`src/rtl/cpu_exc_pkg.sv`:
```
// package for the processor mode/exception state block
// assumes a single clock domain and a pipeline that presents one event per cycle
package cpu_exc_pkg;

   // register numbers in the control register space
   localparam logic [4:0] REG_MODE_STATUS = 5'h0c;
   localparam logic [4:0] REG_CAUSE = 5'h0d;
   localparam logic [4:0] REG_RETURN_POINT = 5'h0e;

   // status field positions
   localparam int ST_CU_HI = 31;
   localparam int ST_CU_LO = 28;
   localparam int ST_RE = 25;
   localparam int ST_BEV = 22;
   localparam int ST_TS = 21;
   localparam int ST_PE = 20;
   localparam int ST_CM = 19;
   localparam int ST_PZ = 18;
   localparam int ST_SWC = 17;
   localparam int ST_ISC = 16;
   localparam int ST_IM_HI = 15;
   localparam int ST_IM_LO = 8;

   // cause field positions
   localparam int CA_BD = 31;
   localparam int CA_CE_HI = 29;
   localparam int CA_CE_LO = 28;
   localparam int CA_IP_HI = 15;
   localparam int CA_IP_LO = 8;
   localparam int CA_SW_HI = 9;
   localparam int CA_EXC_HI = 6;
   localparam int CA_EXC_LO = 2;

   // reset values
   localparam logic [3:0] CU_RESET = 4'h0;
   localparam logic BEV_RESET = 1'b1;
   localparam logic [7:0] IM_RESET = 8'h00;
   localparam logic [5:0] KU_IE_RESET = 6'h02; // kernel, interrupts off

   // user address ceiling: user may reach 0x0000_0000..0x7fff_ffff
   localparam logic [31:0] USER_ADDR_MAX = 32'h7fff_ffff;

   // exception kind codes
   typedef enum logic [4:0] {
      EXC_INTERRUPT = 5'h00,
      EXC_TLB_MOD = 5'h01,
      EXC_TLB_READ_MISS = 5'h02,
      EXC_TLB_WRITE_MISS = 5'h03,
      EXC_LOAD_ALIGN = 5'h04,
      EXC_STORE_ALIGN = 5'h05,
      EXC_FETCH_BUS = 5'h06,
      EXC_LOAD_BUS = 5'h07,
      EXC_SYSCALL = 5'h08,
      EXC_BREAKPOINT = 5'h09,
      EXC_RESERVED_INSN = 5'h0a,
      EXC_COPROC_UNUSABLE = 5'h0b,
      EXC_OVERFLOW = 5'h0c
   } exception_kind_t;

   // one exception report from the pipeline
   typedef struct packed {
      logic valid;
      exception_kind_t kind;
      logic [31:0] pc;
      logic in_delay_slot;
   } exc_req_t;

   // one coprocessor instruction being issued
   typedef struct packed {
      logic valid;
      logic [1:0] unit;
   } cop_req_t;

   // control register write/read access
   typedef struct packed {
      logic wr;
      logic [4:0] num;
      logic [31:0] data;
   } creg_acc_t;

   // cache side events
   typedef struct packed {
      logic parity_err;
      logic isolated_load;
      logic isolated_hit;
      logic tlb_multi_hit;
   } cache_evt_t;

   // three-deep privilege/enable stack: {old, prev, now}, each {kernel, irq_on}
   typedef enum logic [1:0] {
      STK_HOLD = 2'b00,
      STK_PUSH = 2'b01,
      STK_POP = 2'b10,
      STK_WRITE = 2'b11
   } stack_op_t;

endpackage

```
`src/rtl/cpu_exception_status.sv`:
```
// mode, status and cause state of the processor control unit
// assumes the pipeline reports at most one exception per cycle and is
// flushed by take_irq/exc_valid; all inputs are synchronous to clk
//
// Summary of operation
// - top four status bits enable coprocessors three to zero
// - coprocessor one clear traps its instructions always
// - coprocessor zero ops need kernel or usable bit
// - endian flip reverses byte order for user
// - boot vector bit selects rom or ram
// - multi-hit sets shutdown; only reset clears
// - translation-free build sets shutdown on first edge after reset
// - cache parity error sets flag, no trap
// - isolated load records would-have-hit result
// - parity-zero writes zero parity, skips check
// - isolate keeps accesses in data cache
// - swap exchanges instruction and data caches
// - eight-bit mask, six pins two software
// - no priority among interrupt sources
// - kernel bit; user limited to low half
// - enable bit zero blocks all interrupts
// - exception pushes privilege/enable stack
// - restore pops stack, no branch
// - unusable trap records coprocessor number
// - pending follows pins; two software bits stored
// - pending masked enabled bit raises interrupt
// - five-bit exception code in cause
// - return point is instruction or branch
`timescale 1ns/1ps
module cpu_exception_status
   import cpu_exc_pkg::*;
#(
   parameter bit HAS_TLB = 1'b1
) (
   // clock and reset
   input wire logic clk,
   input wire logic reset,
   // external interrupt pins, level
   input wire logic [5:0] irq_pins,
   // control register access from the pipeline
   input creg_acc_t creg,
   output logic [31:0] creg_rdata,
   // exception report and restore instruction
   input exc_req_t exc,
   input wire logic restore_exc,
   // coprocessor instruction check and address check
   input cop_req_t cop,
   input wire logic [31:0] fetch_addr,
   input wire logic user_access_valid,
   // cache events
   input cache_evt_t cache_evt,
   // decisions back to the pipeline
   output logic cop_unusable,
   output logic [1:0] cop_unusable_unit,
   output logic addr_violation,
   output logic take_irq,
   // mode outputs
   output logic kernel_now,
   output logic user_endian_flip_eff,
   output logic boot_vector_select,
   output logic parity_zero_mode,
   output logic dcache_isolate,
   output logic cache_swap,
   output logic tlb_shutdown,
   output logic [31:0] return_point_reg
);

   // status storage
   logic [3:0] coproc_usable_q, coproc_usable_d;
   logic user_endian_flip_q, user_endian_flip_d;
   logic boot_vector_q, boot_vector_d;
   logic tlb_shutdown_q, tlb_shutdown_d;
   logic cache_parity_flag_q, cache_parity_flag_d;
   logic isolated_hit_flag_q, isolated_hit_flag_d;
   logic parity_zero_q, parity_zero_d;
   logic cache_swap_q, cache_swap_d;
   logic dcache_isolate_q, dcache_isolate_d;
   logic [7:0] irq_mask_q, irq_mask_d;
   // cause storage
   logic delay_slot_flag_q, delay_slot_flag_d;
   logic [1:0] coproc_err_q, coproc_err_d;
   logic [1:0] soft_irq_q, soft_irq_d;
   logic [4:0] exception_kind_q, exception_kind_d;
   logic [5:0] hw_pending_q;
   logic [31:0] return_point_q, return_point_d;
   // pipeline answers
   logic cop_unusable_q, cop_unusable_d;
   logic [1:0] cop_unit_q, cop_unit_d;
   logic addr_violation_q, addr_violation_d;
   logic take_irq_q, take_irq_d;
   logic [31:0] rdata_q, rdata_d;
   logic tlb_seen_q;
   logic flip_eff_q, flip_eff_d;
   logic kernel_next;
   // stack
   logic [5:0] stack_q;
   stack_op_t stack_op;
   logic [7:0] irq_pending;
   logic wr_status, wr_cause;
   logic [31:0] status_word, cause_word;

   assign wr_status = creg.wr && (creg.num == REG_MODE_STATUS);
   assign wr_cause = creg.wr && (creg.num == REG_CAUSE);
   assign irq_pending = {hw_pending_q, soft_irq_q};

   // privilege/enable stack: exception push beats restore and writes
   always_comb begin
      if (exc.valid) begin
         stack_op = STK_PUSH;
      end else if (restore_exc) begin
         stack_op = STK_POP;
      end else if (wr_status) begin
         stack_op = STK_WRITE;
      end else begin
         stack_op = STK_HOLD;
      end
   end

   mode_stack u_stack (
      .clk(clk),
      .reset(reset),
      .op(stack_op),
      .wr_data(creg.data[5:0]),
      .stack_q(stack_q)
   );

   // next privilege bit, same priority as the stack itself
   always_comb begin
      case (stack_op)
         STK_PUSH: kernel_next = 1'b1;
         STK_POP: kernel_next = stack_q[3];
         STK_WRITE: kernel_next = creg.data[1];
         default: kernel_next = stack_q[1];
      endcase
      // kernel code always keeps the byte order chosen at reset
      flip_eff_d = user_endian_flip_d && !kernel_next;
   end

   // readback images; reserved bits read zero
   always_comb begin
      status_word = 32'h0000_0000;
      status_word[ST_CU_HI:ST_CU_LO] = coproc_usable_q;
      status_word[ST_RE] = user_endian_flip_q;
      status_word[ST_BEV] = boot_vector_q;
      status_word[ST_TS] = tlb_shutdown_q;
      status_word[ST_PE] = cache_parity_flag_q;
      status_word[ST_CM] = isolated_hit_flag_q;
      status_word[ST_PZ] = parity_zero_q;
      status_word[ST_SWC] = cache_swap_q;
      status_word[ST_ISC] = dcache_isolate_q;
      status_word[ST_IM_HI:ST_IM_LO] = irq_mask_q;
      status_word[5:0] = stack_q;
      cause_word = 32'h0000_0000;
      cause_word[CA_BD] = delay_slot_flag_q;
      cause_word[CA_CE_HI:CA_CE_LO] = coproc_err_q;
      cause_word[CA_IP_HI:CA_IP_LO] = irq_pending;
      cause_word[CA_EXC_HI:CA_EXC_LO] = exception_kind_q;
   end

   // status register next values
   always_comb begin
      coproc_usable_d = coproc_usable_q;
      user_endian_flip_d = user_endian_flip_q;
      boot_vector_d = boot_vector_q;
      cache_parity_flag_d = cache_parity_flag_q;
      isolated_hit_flag_d = isolated_hit_flag_q;
      parity_zero_d = parity_zero_q;
      cache_swap_d = cache_swap_q;
      dcache_isolate_d = dcache_isolate_q;
      irq_mask_d = irq_mask_q;
      if (wr_status) begin
         coproc_usable_d = creg.data[ST_CU_HI:ST_CU_LO];
         user_endian_flip_d = creg.data[ST_RE];
         boot_vector_d = creg.data[ST_BEV];
         cache_parity_flag_d = creg.data[ST_PE];
         isolated_hit_flag_d = creg.data[ST_CM];
         parity_zero_d = creg.data[ST_PZ];
         cache_swap_d = creg.data[ST_SWC];
         dcache_isolate_d = creg.data[ST_ISC];
         irq_mask_d = creg.data[ST_IM_HI:ST_IM_LO];
      end
      // hardware events win over a software write in the same cycle
      if (cache_evt.parity_err && !parity_zero_q) begin
         cache_parity_flag_d = 1'b1;
      end
      if (cache_evt.isolated_load && dcache_isolate_q) begin
         isolated_hit_flag_d = cache_evt.isolated_hit;
      end
      // software cannot clear shutdown; only reset does
      tlb_shutdown_d = tlb_shutdown_q | (HAS_TLB & cache_evt.tlb_multi_hit);
   end

   // cause register, return point and pipeline answers
   always_comb begin
      delay_slot_flag_d = delay_slot_flag_q;
      coproc_err_d = coproc_err_q;
      soft_irq_d = soft_irq_q;
      exception_kind_d = exception_kind_q;
      return_point_d = return_point_q;
      if (wr_cause) begin
         soft_irq_d = creg.data[CA_SW_HI:CA_IP_LO];
      end
      if (exc.valid) begin
         exception_kind_d = exc.kind;
         delay_slot_flag_d = exc.in_delay_slot;
         // restart at the branch when the fault sits in its delay slot
         return_point_d = exc.in_delay_slot ? exc.pc - 32'h0000_0004 : exc.pc;
         if (exc.kind == EXC_COPROC_UNUSABLE) begin
            coproc_err_d = cop_unit_q;
         end
      end
      // coprocessor usability: unit 0 always usable in kernel
      cop_unusable_d = 1'b0;
      cop_unit_d = cop_unit_q;
      if (cop.valid) begin
         cop_unit_d = cop.unit;
         if (cop.unit == 2'd0) begin
            cop_unusable_d = !coproc_usable_q[0] && !stack_q[1];
         end else begin
            cop_unusable_d = !coproc_usable_q[cop.unit];
         end
      end
      // user mode restricted to the lower half of the address space
      addr_violation_d = user_access_valid && !stack_q[1] && (fetch_addr > USER_ADDR_MAX);
      // any unmasked pending source, no priority among them
      take_irq_d = stack_q[0] && |(irq_pending & irq_mask_q) && !exc.valid;
      rdata_d = 32'h0000_0000;
      case (creg.num)
         REG_MODE_STATUS: rdata_d = status_word;
         REG_CAUSE: rdata_d = cause_word;
         REG_RETURN_POINT: rdata_d = return_point_q;
         default: rdata_d = 32'h0000_0000;
      endcase
   end

   // status flops; isolate is left as is by reset in real silicon, here
   // cleared so simulation has no unknowns; software must still set it
   always_ff @(posedge clk or posedge reset) begin
      if (reset) begin
         coproc_usable_q <= CU_RESET;
         user_endian_flip_q <= 1'b0;
         boot_vector_q <= BEV_RESET;
         cache_parity_flag_q <= 1'b0;
         isolated_hit_flag_q <= 1'b0;
         parity_zero_q <= 1'b0;
         cache_swap_q <= 1'b0;
         dcache_isolate_q <= 1'b0;
         irq_mask_q <= IM_RESET;
         tlb_shutdown_q <= 1'b0;
         tlb_seen_q <= 1'b0;
         flip_eff_q <= 1'b0;
      end else begin
         coproc_usable_q <= coproc_usable_d;
         user_endian_flip_q <= user_endian_flip_d;
         boot_vector_q <= boot_vector_d;
         cache_parity_flag_q <= cache_parity_flag_d;
         isolated_hit_flag_q <= isolated_hit_flag_d;
         parity_zero_q <= parity_zero_d;
         cache_swap_q <= cache_swap_d;
         dcache_isolate_q <= dcache_isolate_d;
         irq_mask_q <= irq_mask_d;
         tlb_seen_q <= 1'b1;
         flip_eff_q <= flip_eff_d;
         // a build without translation reports shutdown from the first edge
         tlb_shutdown_q <= tlb_shutdown_d | (!HAS_TLB && !tlb_seen_q);
      end
   end

   // cause and answer flops
   always_ff @(posedge clk or posedge reset) begin
      if (reset) begin
         delay_slot_flag_q <= 1'b0;
         coproc_err_q <= 2'b00;
         soft_irq_q <= 2'b00;
         exception_kind_q <= EXC_INTERRUPT;
         hw_pending_q <= 6'h00;
         return_point_q <= 32'h0000_0000;
         cop_unusable_q <= 1'b0;
         cop_unit_q <= 2'b00;
         addr_violation_q <= 1'b0;
         take_irq_q <= 1'b0;
         rdata_q <= 32'h0000_0000;
      end else begin
         delay_slot_flag_q <= delay_slot_flag_d;
         coproc_err_q <= coproc_err_d;
         soft_irq_q <= soft_irq_d;
         exception_kind_q <= exception_kind_d;
         hw_pending_q <= irq_pins;
         return_point_q <= return_point_d;
         cop_unusable_q <= cop_unusable_d;
         cop_unit_q <= cop_unit_d;
         addr_violation_q <= addr_violation_d;
         take_irq_q <= take_irq_d;
         rdata_q <= rdata_d;
      end
   end

   // outputs straight from flops
   assign creg_rdata = rdata_q;
   assign cop_unusable = cop_unusable_q;
   assign cop_unusable_unit = cop_unit_q;
   assign addr_violation = addr_violation_q;
   assign take_irq = take_irq_q;
   assign kernel_now = stack_q[1];
   // flip applies only while running with user privilege; registered with the
   // next privilege bit so it never lags a push or pop by a cycle
   assign user_endian_flip_eff = flip_eff_q;
   assign boot_vector_select = boot_vector_q;
   assign parity_zero_mode = parity_zero_q;
   assign dcache_isolate = dcache_isolate_q;
   assign cache_swap = cache_swap_q;
   assign tlb_shutdown = tlb_shutdown_q;
   assign return_point_reg = return_point_q;

endmodule // cpu_exception_status

```
`src/rtl/mode_stack.sv`:
```
// kernel/interrupt-enable stack, three entries of two bits
// assumes push, pop and write arrive as one decoded operation per cycle
`timescale 1ns/1ps
module mode_stack
   import cpu_exc_pkg::*;
(
   // clock and reset
   input wire logic clk,
   input wire logic reset,
   // control
   input stack_op_t op,
   input wire logic [5:0] wr_data,
   // state
   output logic [5:0] stack_q
);

   logic [5:0] stack_d;

   // next stack value
   always_comb begin
      stack_d = stack_q;
      case (op)
         STK_PUSH: stack_d = {stack_q[3:0], 2'b10};
         STK_POP: stack_d = {stack_q[5:4], stack_q[5:2]};
         STK_WRITE: stack_d = wr_data;
         default: stack_d = stack_q;
      endcase
   end

   always_ff @(posedge clk or posedge reset) begin
      if (reset) begin
         stack_q <= KU_IE_RESET;
      end else begin
         stack_q <= stack_d;
      end
   end

endmodule // mode_stack

```
`config.mk`:
```
export PLATFORM = sky130hd
export DESIGN_NAME = cpu_exception_status
export DESIGN_NICKNAME = d
export VERILOG_FILES = /design/src/rtl/cpu_exc_pkg.sv /design/src/rtl/cpu_exception_status.sv /design/src/rtl/mode_stack.sv
export SDC_FILE = /design/constraint.sdc
export NUM_CORES = 1
export LEC_CHECK = 0
export BUFFER_PORTS_ARGS = -buffer_cell sky130_fd_sc_hd__buf_2
export CORE_MARGIN = 3
export CORE_UTILIZATION = 48
export DETAILED_ROUTE_END_ITERATION = 16
export GPL_ROUTABILITY_DRIVEN = 0
export HOLD_SLACK_MARGIN = 0.05
export PLACE_DENSITY = 0.8
export SLEW_MARGIN = 25
export SYNTH_ARGS = -nofsm -noshare
export SYNTH_HDL_FRONTEND = slang
export SYNTH_SLANG_ARGS = --single-unit
```
`constraint.sdc`:
```
create_clock -name clk -period 4.2 [get_ports clk]
set_input_delay 0.42 -clock clk [delete_from_list [all_inputs] [get_ports clk]]
set_output_delay 0.42 -clock clk [all_outputs]
set_load 0.05 [all_outputs]
```
## Word-level counts from Yosys, hierarchy flattened

Cells that the tools add are included.

- Magnitude comparators: 2
- Eq/ne operators: 7
- Reductions and logical operators: 24
- Multiplexer cells: 16
- Bitwise operators: 3
- $add $sub $neg: 1

Operator list:

| kind | number |
|---|---|
| $pmux W32 S3 | 1 |
| $gt A32 B31 Y1 const B | 1 |
| $mux W32 | 1 |
| $sub A32 B3 Y32 const B | 1 |
| $eq A5 B4 Y1 const B | 4 |
| $pmux W6 S3 | 1 |
| $logic_and A1 B1 Y1 | 10 |
| $and A8 B8 Y8 | 1 |
| $mux W1 | 8 |
| $reduce_or A8 Y1 | 1 |
| $logic_not A1 Y1 | 6 |
| $mux W2 | 3 |
| $reduce_bool A2 Y1 | 3 |
| $eq A2 B2 Y1 const B | 2 |
| $reduce_and A2 Y1 | 2 |
| $lt A2 B3 Y1 const B | 1 |
| $pmux W1 S3 | 1 |
| $reduce_bool A3 Y1 | 1 |
| $bmux W1 S2 | 1 |
| $eq A2 B1 Y1 const B | 1 |
| $logic_not A2 Y1 | 1 |
| $not A1 Y1 | 1 |
| $or A1 B1 Y1 | 1 |

- Input port bits: 126
- Output and inout bits: 76
- Logic and storage cells: 77
- Register bits: 112

## Logic depth before layout (Yosys ltp)

Gate-level depths: netlist (run 1).

- Depth after elaboration: 9
- Gate-level depth with buffers: 7
- Depth with buffers taken out: 6

## Cells and area by module

From an unflattened synthesis (run 1), not the netlist that was laid out.

- Cells, all modules: 419
- Area total of the unflattened synthesis: 4929.7 um2

Modules (own cells, without submodules):

| module | cells each | times used | area each (um2) |
|---|---|---|---|
| cpu_exception_status | 396 | 1 | 4628.2 |
| mode_stack | 23 | 1 | 301.5 |

## Worst setup path before layout (run 1)

OpenSTA, ideal clock, no wires.

- Kind: in2reg
- Start point: in exc[25] in the netlist's numbering
- End point: reg return_point_q[29], in the netlist return_point_reg[29]
- Setup slack: 2194 ps
- Buffers on the path: 0
- Stages on the path: 4
- Arrival: 1924 ps
- Cell sequence: or4_4 or4_1 or4_1 a31oi_1

- Longest elaborated chain between the ends: 2

Ends and longest elaborated chain:

| element | RTL line | source |
|---|---|---|
| from (decl) | cpu_exception_status.sv:44 | `input exc_req_t exc,` |
| $sub A32 B3 Y32 | cpu_exception_status.sv:207 | `return_point_d = exc.in_delay_slot ? exc.pc - 32'h0000_0004 : exc.pc;` |
| $mux W32 | cpu_exception_status.sv:207 |  |
| to (signal assigned) | cpu_exception_status.sv:289 | `return_point_q <= return_point_d;` |
| to (decl) | cpu_exception_status.sv:85 | `logic [31:0] return_point_q, return_point_d;` |

Every way passes these cells.
A chain may end at the register's enable or synchronous reset.

## Worst setup path after layout (run 1)

- Start point: in exc[15] in the netlist's numbering
- End point: reg return_point_q[28], in the netlist return_point_reg[28]

The elaborated chain is that of the path after synthesis.

==> impl_metrics.ini, run 1 <==
[worst_setup_path]
critPathCaptureType = flop
crit_buf_inv = 1
critPathKind = in2reg
r2r_start = u_stack.stack_q[1]
arrival_ns = 2.61
reg2reg_depth = 3
cp_slowest_cell = or4_1
critPathMaxStageDelay_ns = 0.69
crit_chain = buf_2 > nor4_1 > nand4_1 > or4_1 > a31oi_1
cp_data_required_time_ns = 4.50
crit_path_max_fanout = 20
cp.depth = 5
r2r_setup_slack_ns = 2.86
rr_endpoint = cop_unusable
startpoint_type = primary input
crit_family = simple AND/OR/NAND/NOR gates

[global_routing]
grt_max_degree = 68
grt_pass1_vias = 3962
grt_overflow_total = 0
track_usage_pct = 22.76
grt_pass1_wl_mm = 20.48
antenna_found_initial = 0

[timing]
finalSetupTns_ns = 0
slew_headroom_pct = 52.79
slew_viol_final = 0
period_needed_ns = 2.310
fmax_ghz = 0.4329
tightest_slew_ns = 0.6986
clock_skew_ns = 0.008018
finalCritPeriodShare_pct = 55.00
finalSetupViolations = 0
rsz0062_at_grt = no
setup_ws_ns = 1.890
hold_viol = 0

[clock_tree]
clockBufferDepth = 2
cts_setup_buffers = 0
root_buffer = clkbuf_8
clkTransAtPathRegs_ns = 0.10
cts_tree = built
cts.sinks = 112
cts_buffers = 9
htree_num_levels = 3
insertion_delay_ns = 0.37

[die]
die_h_um = 107.8
initial_core_util_pct = 50.23
dieArea_um2 = 11630
die_x_um = 107.8
ios = 202
core-area_um2 = 9910
fp-row-count = 36

[synth]
synth.area.top_cells = dfrtp_1 55%, mux2i_1 4.4%, mux2_1 3.8%
syn_area_um2 = 4977
synth_cell_types = 53
synth_common_cells = 110 x dfrtp_1, 42 x nor2_1, 24 x nand2_1, 22 x mux2i_1, 20 x o21ai_0
synth_seq_area_share_pct = 56.36
ys_seq_elements = 112
ys.flop_type = dfrtp_1
postSynthCellCount = 435
ys_async_sr_fraction_pct = 100.0
yosys.area_share.simple_pct = 15.08
synth_compound_area_share_pct = 11.41
muxShareOfSynthArea_pct = 12.12
synth_most_common_cell = dfrtp_1
yosysTopAreaCell = dfrtp_1
synth_top_family_by_area = simple AND/OR/NAND/NOR gates
synth-edff-count = 0
yosys.area_share.adder_pct = 0.2514
syn_avg_cell_area_um2 = 11.44
yosys.area.top_type_share_pct = 55.30
ys.warnings.count = 0
synth_xor_area_share_pct = 2.112
syn-num-nets = 562

[drt]
drtIter0Drc = 269
drc_errors = 0
drtAntennaViolNets = 0
drt_wl_total_mm = 12.82
vias_per_cell = 5.525
dr_total_vias = 4033
first_pass_iters = 4
wl_per_cell_um = 17.56

[placement]
portBuffers = 163
hpwl_mm = 9.479
dpl_worst_slack_ns = 1.450

[pwr]
total_leakage_power_uw = 0.002911
max-vdd-ir-drop_uv = 169.9
powerDensity_nw_per_um2 = 393.3

[cells_and_area]
nFillCells = 836
syn_to_final_growth_pct = 23.00
drive_gt1_share_pct = 35.51
num-nets-final = 719
antenna_cells = 0

[run]
drv_cap = 0

[run_status]
outcome = finished clean

[worst_hold_path]
hp-class = in2reg
min_path_cells = 1
whs_endpoint = hw_pending_q[3]
hp-start = irq_pins[3]
-- through the flow --
step	hold slack, ns	std cells	cell area [um^2]	power, uW	util (%)
after detailed placement	0.4402	713	5906	1763	59.60
after global placement	0.4272	713	5903	1743	59.57
after global routing	0.1232	730	6122	2535	61.78
final	0.1503	730	6122	2408	61.78
after floorplan	0.4514	435	4977	1591	-
after CTS	0.1324	730	6122	2427	61.78
-- area by class of cell --
cell class	instances	area, um^2	area share [%]
flip-flops and latches	112	2805	45.82
multi-input cells	293	2048	33.46
repair buffers	170	870.8	14.22
well taps	133	166.4	2.718
clock buffers	12	155.1	2.534
clock inverters	4	51.30	0.8379
inverters	6	25.02	0.4087
-- report_power, final --
part           internal (uW)  total [uW]  switching, uW
sequential              1180        1260           76.8
combinational            156         484            328
clock                    310         669            359
total                   1640        2410            764
-- repair_timing --
item,in CTS,in global routing
endpoints found under the hold margin,27,0
hold buffers,1,0
resized for setup,0,0
-- worst max-delay path by stage --
stage | start | end | slack [ns]
floorplan | reset | addr_violation | 0.82
global placement | exc[13] | return_point_reg[26] | 1.58
detailed placement | exc[15] | return_point_reg[28] | 1.45
CTS | exc[15] | return_point_reg[28] | 1.85
global route | exc[13] | return_point_reg[28] | 1.63
finish | exc[15] | return_point_reg[28] | 1.89
-- routing by layer --
metal	vias up	track usage (%)	wire length (um)
met5	-	0	0
met4	0	8.747	238
met3	16	3.839	708
met2	135	36.81	6369
met1	1972	30.78	5499
li1	1910	-	-
-- logic make-up after synthesis --
logic type | Yosys count
adders and majority gates | 1
xor gates and xnor gates | 12
and+or+nand+nor | 136
AOI/OAI and AO/OA | 89
muxes | 55
buffers and inverters | 30
DFF | 112
-- layout by cell type (no fill, tap or decap), drive strengths merged, types with 8 or more instances in the layout --
cell type,n
a31oi,17
buf,169
clkbuf,12
dfrtp,110
or4,14
nand2,24
xor2,8
mux2i,22
mux2,32
o31ai,11
o21ai,24
nor2,42
a21oi,16
or3,8
a22o,11
No activity file was read; power rests on OpenSTA's default activity.
==> run 2: changes to the inputs <==
CORE_UTILIZATION = 44   (was 48)
PLACE_DENSITY = 0.77   (was 0.8)
clock period = 2 ns   (was 4.2 ns; I/O delays follow)
==> run 2 against run 1 <==
Cell area increased by 4.1%. Sequential share of layout area is 1.8 points lower. Worst setup slack got worse by 1.6 ns. Critical path type unchanged. Critical endpoint is now return_point_reg[29]. Largest cell class unchanged.
==> impl_metrics.ini, run 2 (synthesized netlist as in run 1, its figures left out) <==
[die]
ios = 202
fp-row-count = 38
dieArea_um2 = 12620
die_x_um = 112.4
core-area_um2 = 10940
initial_core_util_pct = 45.51
die_h_um = 112.4

[clock_tree]
root_buffer = clkbuf_16
insertion_delay_ns = 0.34
cts_tree = built
htree_num_levels = 3
cts_setup_buffers = 0
cts.sinks = 112
clockBufferDepth = 2
clkTransAtPathRegs_ns = 0.07
cts_buffers = 9

[timing]
period_needed_ns = 1.682
finalCritPeriodShare_pct = 84.12
slew_headroom_pct = 61.17
fmax_ghz = 0.5944
rsz0062_at_grt = no
tightest_slew_ns = 0.5746
finalSetupTns_ns = 0
finalSetupViolations = 0
hold_viol = 0
slew_viol_final = 0
clock_skew_ns = 0.006205

[cells_and_area]
mostFrequentLayoutCells = 163 x buf_2, 110 x dfrtp_1, 42 x nor2_1, 24 x nand2_1, 22 x mux2i_1
antenna_cells = 0
fin_util_pct = 58.26
num-nets-final = 735
drive_gt1_share_pct = 35.89
final_common_cell = buf_2
final_cells = 753
nFillCells = 909
syn_to_final_growth_pct = 28.00
stdcell_area_um2 = 6371

[worst_setup_path]
startpoint_type = primary input
crit_path_max_fanout = 7
critPathCaptureType = flop
cp_data_required_time_ns = 2.26
critPathKind = in2reg
arrival_ns = 1.94
critPathMaxStageDelay_ns = 0.57
cp_slowest_cell = or4_4
crit_top_cell = or4_1
crit_chain = buf_2 > or4_4 > or4_1 > or4_1 > a31oi_1

[drt]
drt_wl_total_mm = 13.14
first_pass_iters = 5
wl_per_cell_um = 17.45
vias_per_cell = 5.527
drtAntennaViolNets = 0
drtIter0Drc = 345
drc_errors = 0
dr_total_vias = 4162

[pwr]
total_leakage_power_uw = 0.003018
powerDensity_nw_per_um2 = 845.4
max-vdd-ir-drop_uv = 443.5

[global_routing]
grt_max_degree = 113
grt_pass1_wl_mm = 20.76
grt_overflow_total = 0
track_usage_pct = 20.86
antenna_found_initial = 0
grt_pass1_vias = 4027

[placement]
hpwl_mm = 9.556
placed_area_um2 = 6006
placed_cells = 729
portBuffers = 163

[run_status]
outcome = finished clean

[run]
drv_cap = 0

[worst_hold_path]
hp-class = in2reg
==> run 2: what timing repair did <==
item                                   CTS  global route
endpoints found under the hold margin   19             0
hold buffers                             8             0
resized for setup                        0             0
setup endpoints to repair                0             0
==> run 2: cell type report <==
type / instances / area [um^2] / area share, %
clock buffers: 12 / 256.5 / 4.026
clock inverters: 4 / 28.78 / 0.4517
inverters: 6 / 26.28 / 0.4124
multi-input cells: 293 / 2046 / 32.11
flip-flops and latches: 112 / 2805 / 44.03
well taps: 140 / 175.2 / 2.749
repair buffers: 186 / 1033 / 16.22
==> run 2: metal layers <==
layer  vias up  track usage (%)  wire [um]
met5         -                0          0
met4         0            7.452        262
met3        22            3.720        945
li1       1944                -          -
met1      2027            28.12       5518
met2       169            34.13       6415
==> run 2: metrics by stage <==
stage | hold WS (ns) | setup WS [ns] | power [uW]
after floorplan | 0.2314 | 0.2144 | 3342
after CTS | 0.05187 | 0.3168 | 5433
after global routing | 0.05474 | 0.3032 | 5625
after detailed placement | 0.3096 | -0.05117 | 3718
final | 0.06005 | 0.3176 | 5386
after global placement | 0.3098 | 0.04480 | 3683
==> run 2: critical path, delay by kind of cell <==
kind                   cells  cell delay, ns
AND/OR/NAND/NOR            3            1.41
AO/OA/AOI/OAI              1            0.21
buffers and inverters      1            0.12
==> run 2: where the power goes <==
part	switching [uW]	internal [uW]
logic	698	345
clock network	787	914
registers	166	2480
==> run 2: path summary, 6_finish.rpt <==
| check | from | cells after the start | end | slack (ns) |
|---|---|---|---|---|
| setup / recovery | exc[25] | 5 | return_point_reg[29] | 0.32 |
| hold / removal | user_access_valid | 3 | addr_violation | 0.06 |
| setup reg to reg | u_stack.stack_q[1] | 3 | cop_unusable | 0.66 |
| hold reg to reg | tlb_shutdown | 1 | tlb_shutdown | 0.50 |
| max in group asynchronous | reset | 4 | hw_pending_q[2] | 0.99 |
| min in group asynchronous | reset | 4 | return_point_reg[1] | 0.57 |
==> run 3: changes to the inputs <==
clock period = 1.52 ns   (was 2 ns; I/O delays follow)
==> run 3 against run 2 <==
The flow now finishes with violations (setup timing). Clock skew barely moved. Combinational power rose by 46%. Hold slack got worse by 0.0040 ns. Clock-buffer cell count rose by 2. Sequential share of layout area fell by 4.1 points. Total power rose by 37%. Core utilization rose by 6.0 points. Flip-flop and latch count did not move.
==> impl_metrics.ini, run 3 (synthesized netlist as in run 1, its figures left out) <==
[worst_setup_path]
crit_buf_inv = 1
crit_family = simple AND/OR/NAND/NOR gates
crit_top_cell = or4_4
startpoint_type = primary input
critPathKind = in2reg
arrival_ns = 1.80
crit_chain = buf_6 > or4_4 > or4_4 > or4_4 > a31oi_1
cp_slowest_cell = or4_4
critPathCaptureType = flop
cp_data_required_time_ns = 1.78
crit_path_max_fanout = 7
critPathMaxStageDelay_ns = 0.56

[pwr]
total_leakage_power_uw = 0.003365
powerDensity_nw_per_um2 = 1047
max-vdd-ir-drop_uv = 514.4

[cells_and_area]
final_common_cell = buf_2
drive_gt1_share_pct = 39.91
syn_to_final_growth_pct = 41.15
num-nets-final = 806
mostFrequentLayoutCells = 161 x buf_2, 110 x dfrtp_1, 62 x buf_4, 42 x nor2_1, 28 x dlygate4sd3_1
antenna_cells = 0
stdcell_area_um2 = 7025

[global_routing]
grt_pass1_vias = 4576
grt_max_degree = 64
antenna_found_initial = 0
grt_use_met2_pct = 38.74
top_usage_layer = met2
globalRouteMet3Util_pct = 3.181
grt_overflow_total = 0
use_met1_pct = 30.51
track_usage_pct = 22.92
grt_pass1_wl_mm = 23.18

[die]
die_h_um = 112.4
core-area_um2 = 10940
ios = 202
die_x_um = 112.4
initial_core_util_pct = 45.51
dieArea_um2 = 12620
fp-row-count = 38

[timing]
tightest_slew_ns = 0.3834
finalCritPeriodShare_pct = 101.2
hold_viol = 0
fmax_ghz = 0.6502
finalSetupViolations = 1
setup_ws_ns = -0.01789
clock_skew_ns = 0.006180
slew_viol_final = 0
period_needed_ns = 1.538
rsz0062_at_grt = yes
slew_headroom_pct = 74.25

[placement]
hpwl_mm = 10.45
dpl_worst_slack_ns = -0.4145
portBuffers = 163
placed_area_um2 = 6425

[drt]
dr_total_vias = 4446
drtIter0Drc = 355
first_pass_iters = 4
wl_per_cell_um = 17.31
vias_per_cell = 5.396
drc_errors = 0
drtAntennaViolNets = 0
drt_wl_total_mm = 14.26

[clock_tree]
clockBufferDepth = 2
cts.sinks = 112
insertion_delay_ns = 0.34
clkTransAtPathRegs_ns = 0.07
root_buffer = clkbuf_16
cts_buffers = 9
htree_num_levels = 3
cts_tree = built

[run_status]
outcome = finished, violations left
violations = setup timing

[worst_hold_path]
hp-class = in2reg

[run]
drv_cap = 0
run 3: final timing paths:
check                                  endpoint                 start  cells after the start  slack (ns)
max in group asynchronous    u_stack.stack_q[1]                 reset                      4        0.55
min in group asynchronous          cop_unusable                 reset                      3        0.33
hold / removal                    irq_mask_q[1]               creg[9]                      2        0.06
setup / recovery           return_point_reg[29]               exc[24]                      5       -0.02
setup reg to reg                   cop_unusable    coproc_usable_q[0]                      3        0.22
hold reg to reg                  creg_rdata[23]  return_point_reg[23]                      1        0.51
run 3: layout make-up:
| cell class | count | area (um^2) |
|---|---|---|
| Sequential cell | 112 | 2805 |
| Inverter | 6 | 26.28 |
| Multi-Input combinational cell | 293 | 2072 |
| Fill cell | 880 | 3910 |
| Timing Repair Buffer | 257 | 1654 |
| Clock buffer | 14 | 254.0 |
| Clock inverter | 2 | 38.79 |
| Tap cell | 140 | 175.2 |
run 3: worst reg2reg max path, delay by kind of cell, from the launching register on:
| family | cells | cell delay [ns] |
|---|---|---|
| mux | 1 | 0.45 |
| flops | 1 | 0.39 |
| simple gates | 2 | 0.39 |
run 3: what timing repair did:
| item | 4_1_cts | 5_1_grt |
|---|---|---|
| pin swaps | 3 | 0 |
| resized for setup | 2 | 2 |
| setup endpoints to repair | 2 | 2 |
| hold endpoints to repair | 36 | 0 |
| hold buffers | 28 | 0 |
| setup buffers | 1 | 0 |
run 3: per-stage QoR:
stage                     instances  setup TNS, ns  total power, uW  hold slack, ns  util [%]
after floorplan                 435        -0.5373             4399          0.1834         -
after global placement          779         -2.781             4936          0.1338     58.75
after detailed placement        779         -3.303             4987          0.1434     58.75
after CTS                       824              0             7386         0.05401     64.15
after global routing            824       -0.09163             7671         0.05551     64.24
final                           824       -0.01789             7355         0.05606     64.24
run 3: per-layer routing:
metal | vias to the layer above | wire length, um
met5 | - | 0
met4 | 0 | 344
met3 | 24 | 744
met2 | 160 | 7092
met1 | 2175 | 6083
li1 | 2087 | -
run 3: power breakdown:
part / internal (uW) / leakage (uW) / switching (uW) / total [uW]
clock: 1330 / 0.000141 / 1020 / 2360
sequential: 3260 / 0.00138 / 224 / 3480
combinational: 556 / 0.00184 / 961 / 1520
total: 5150 / 0.00337 / 2210 / 7360
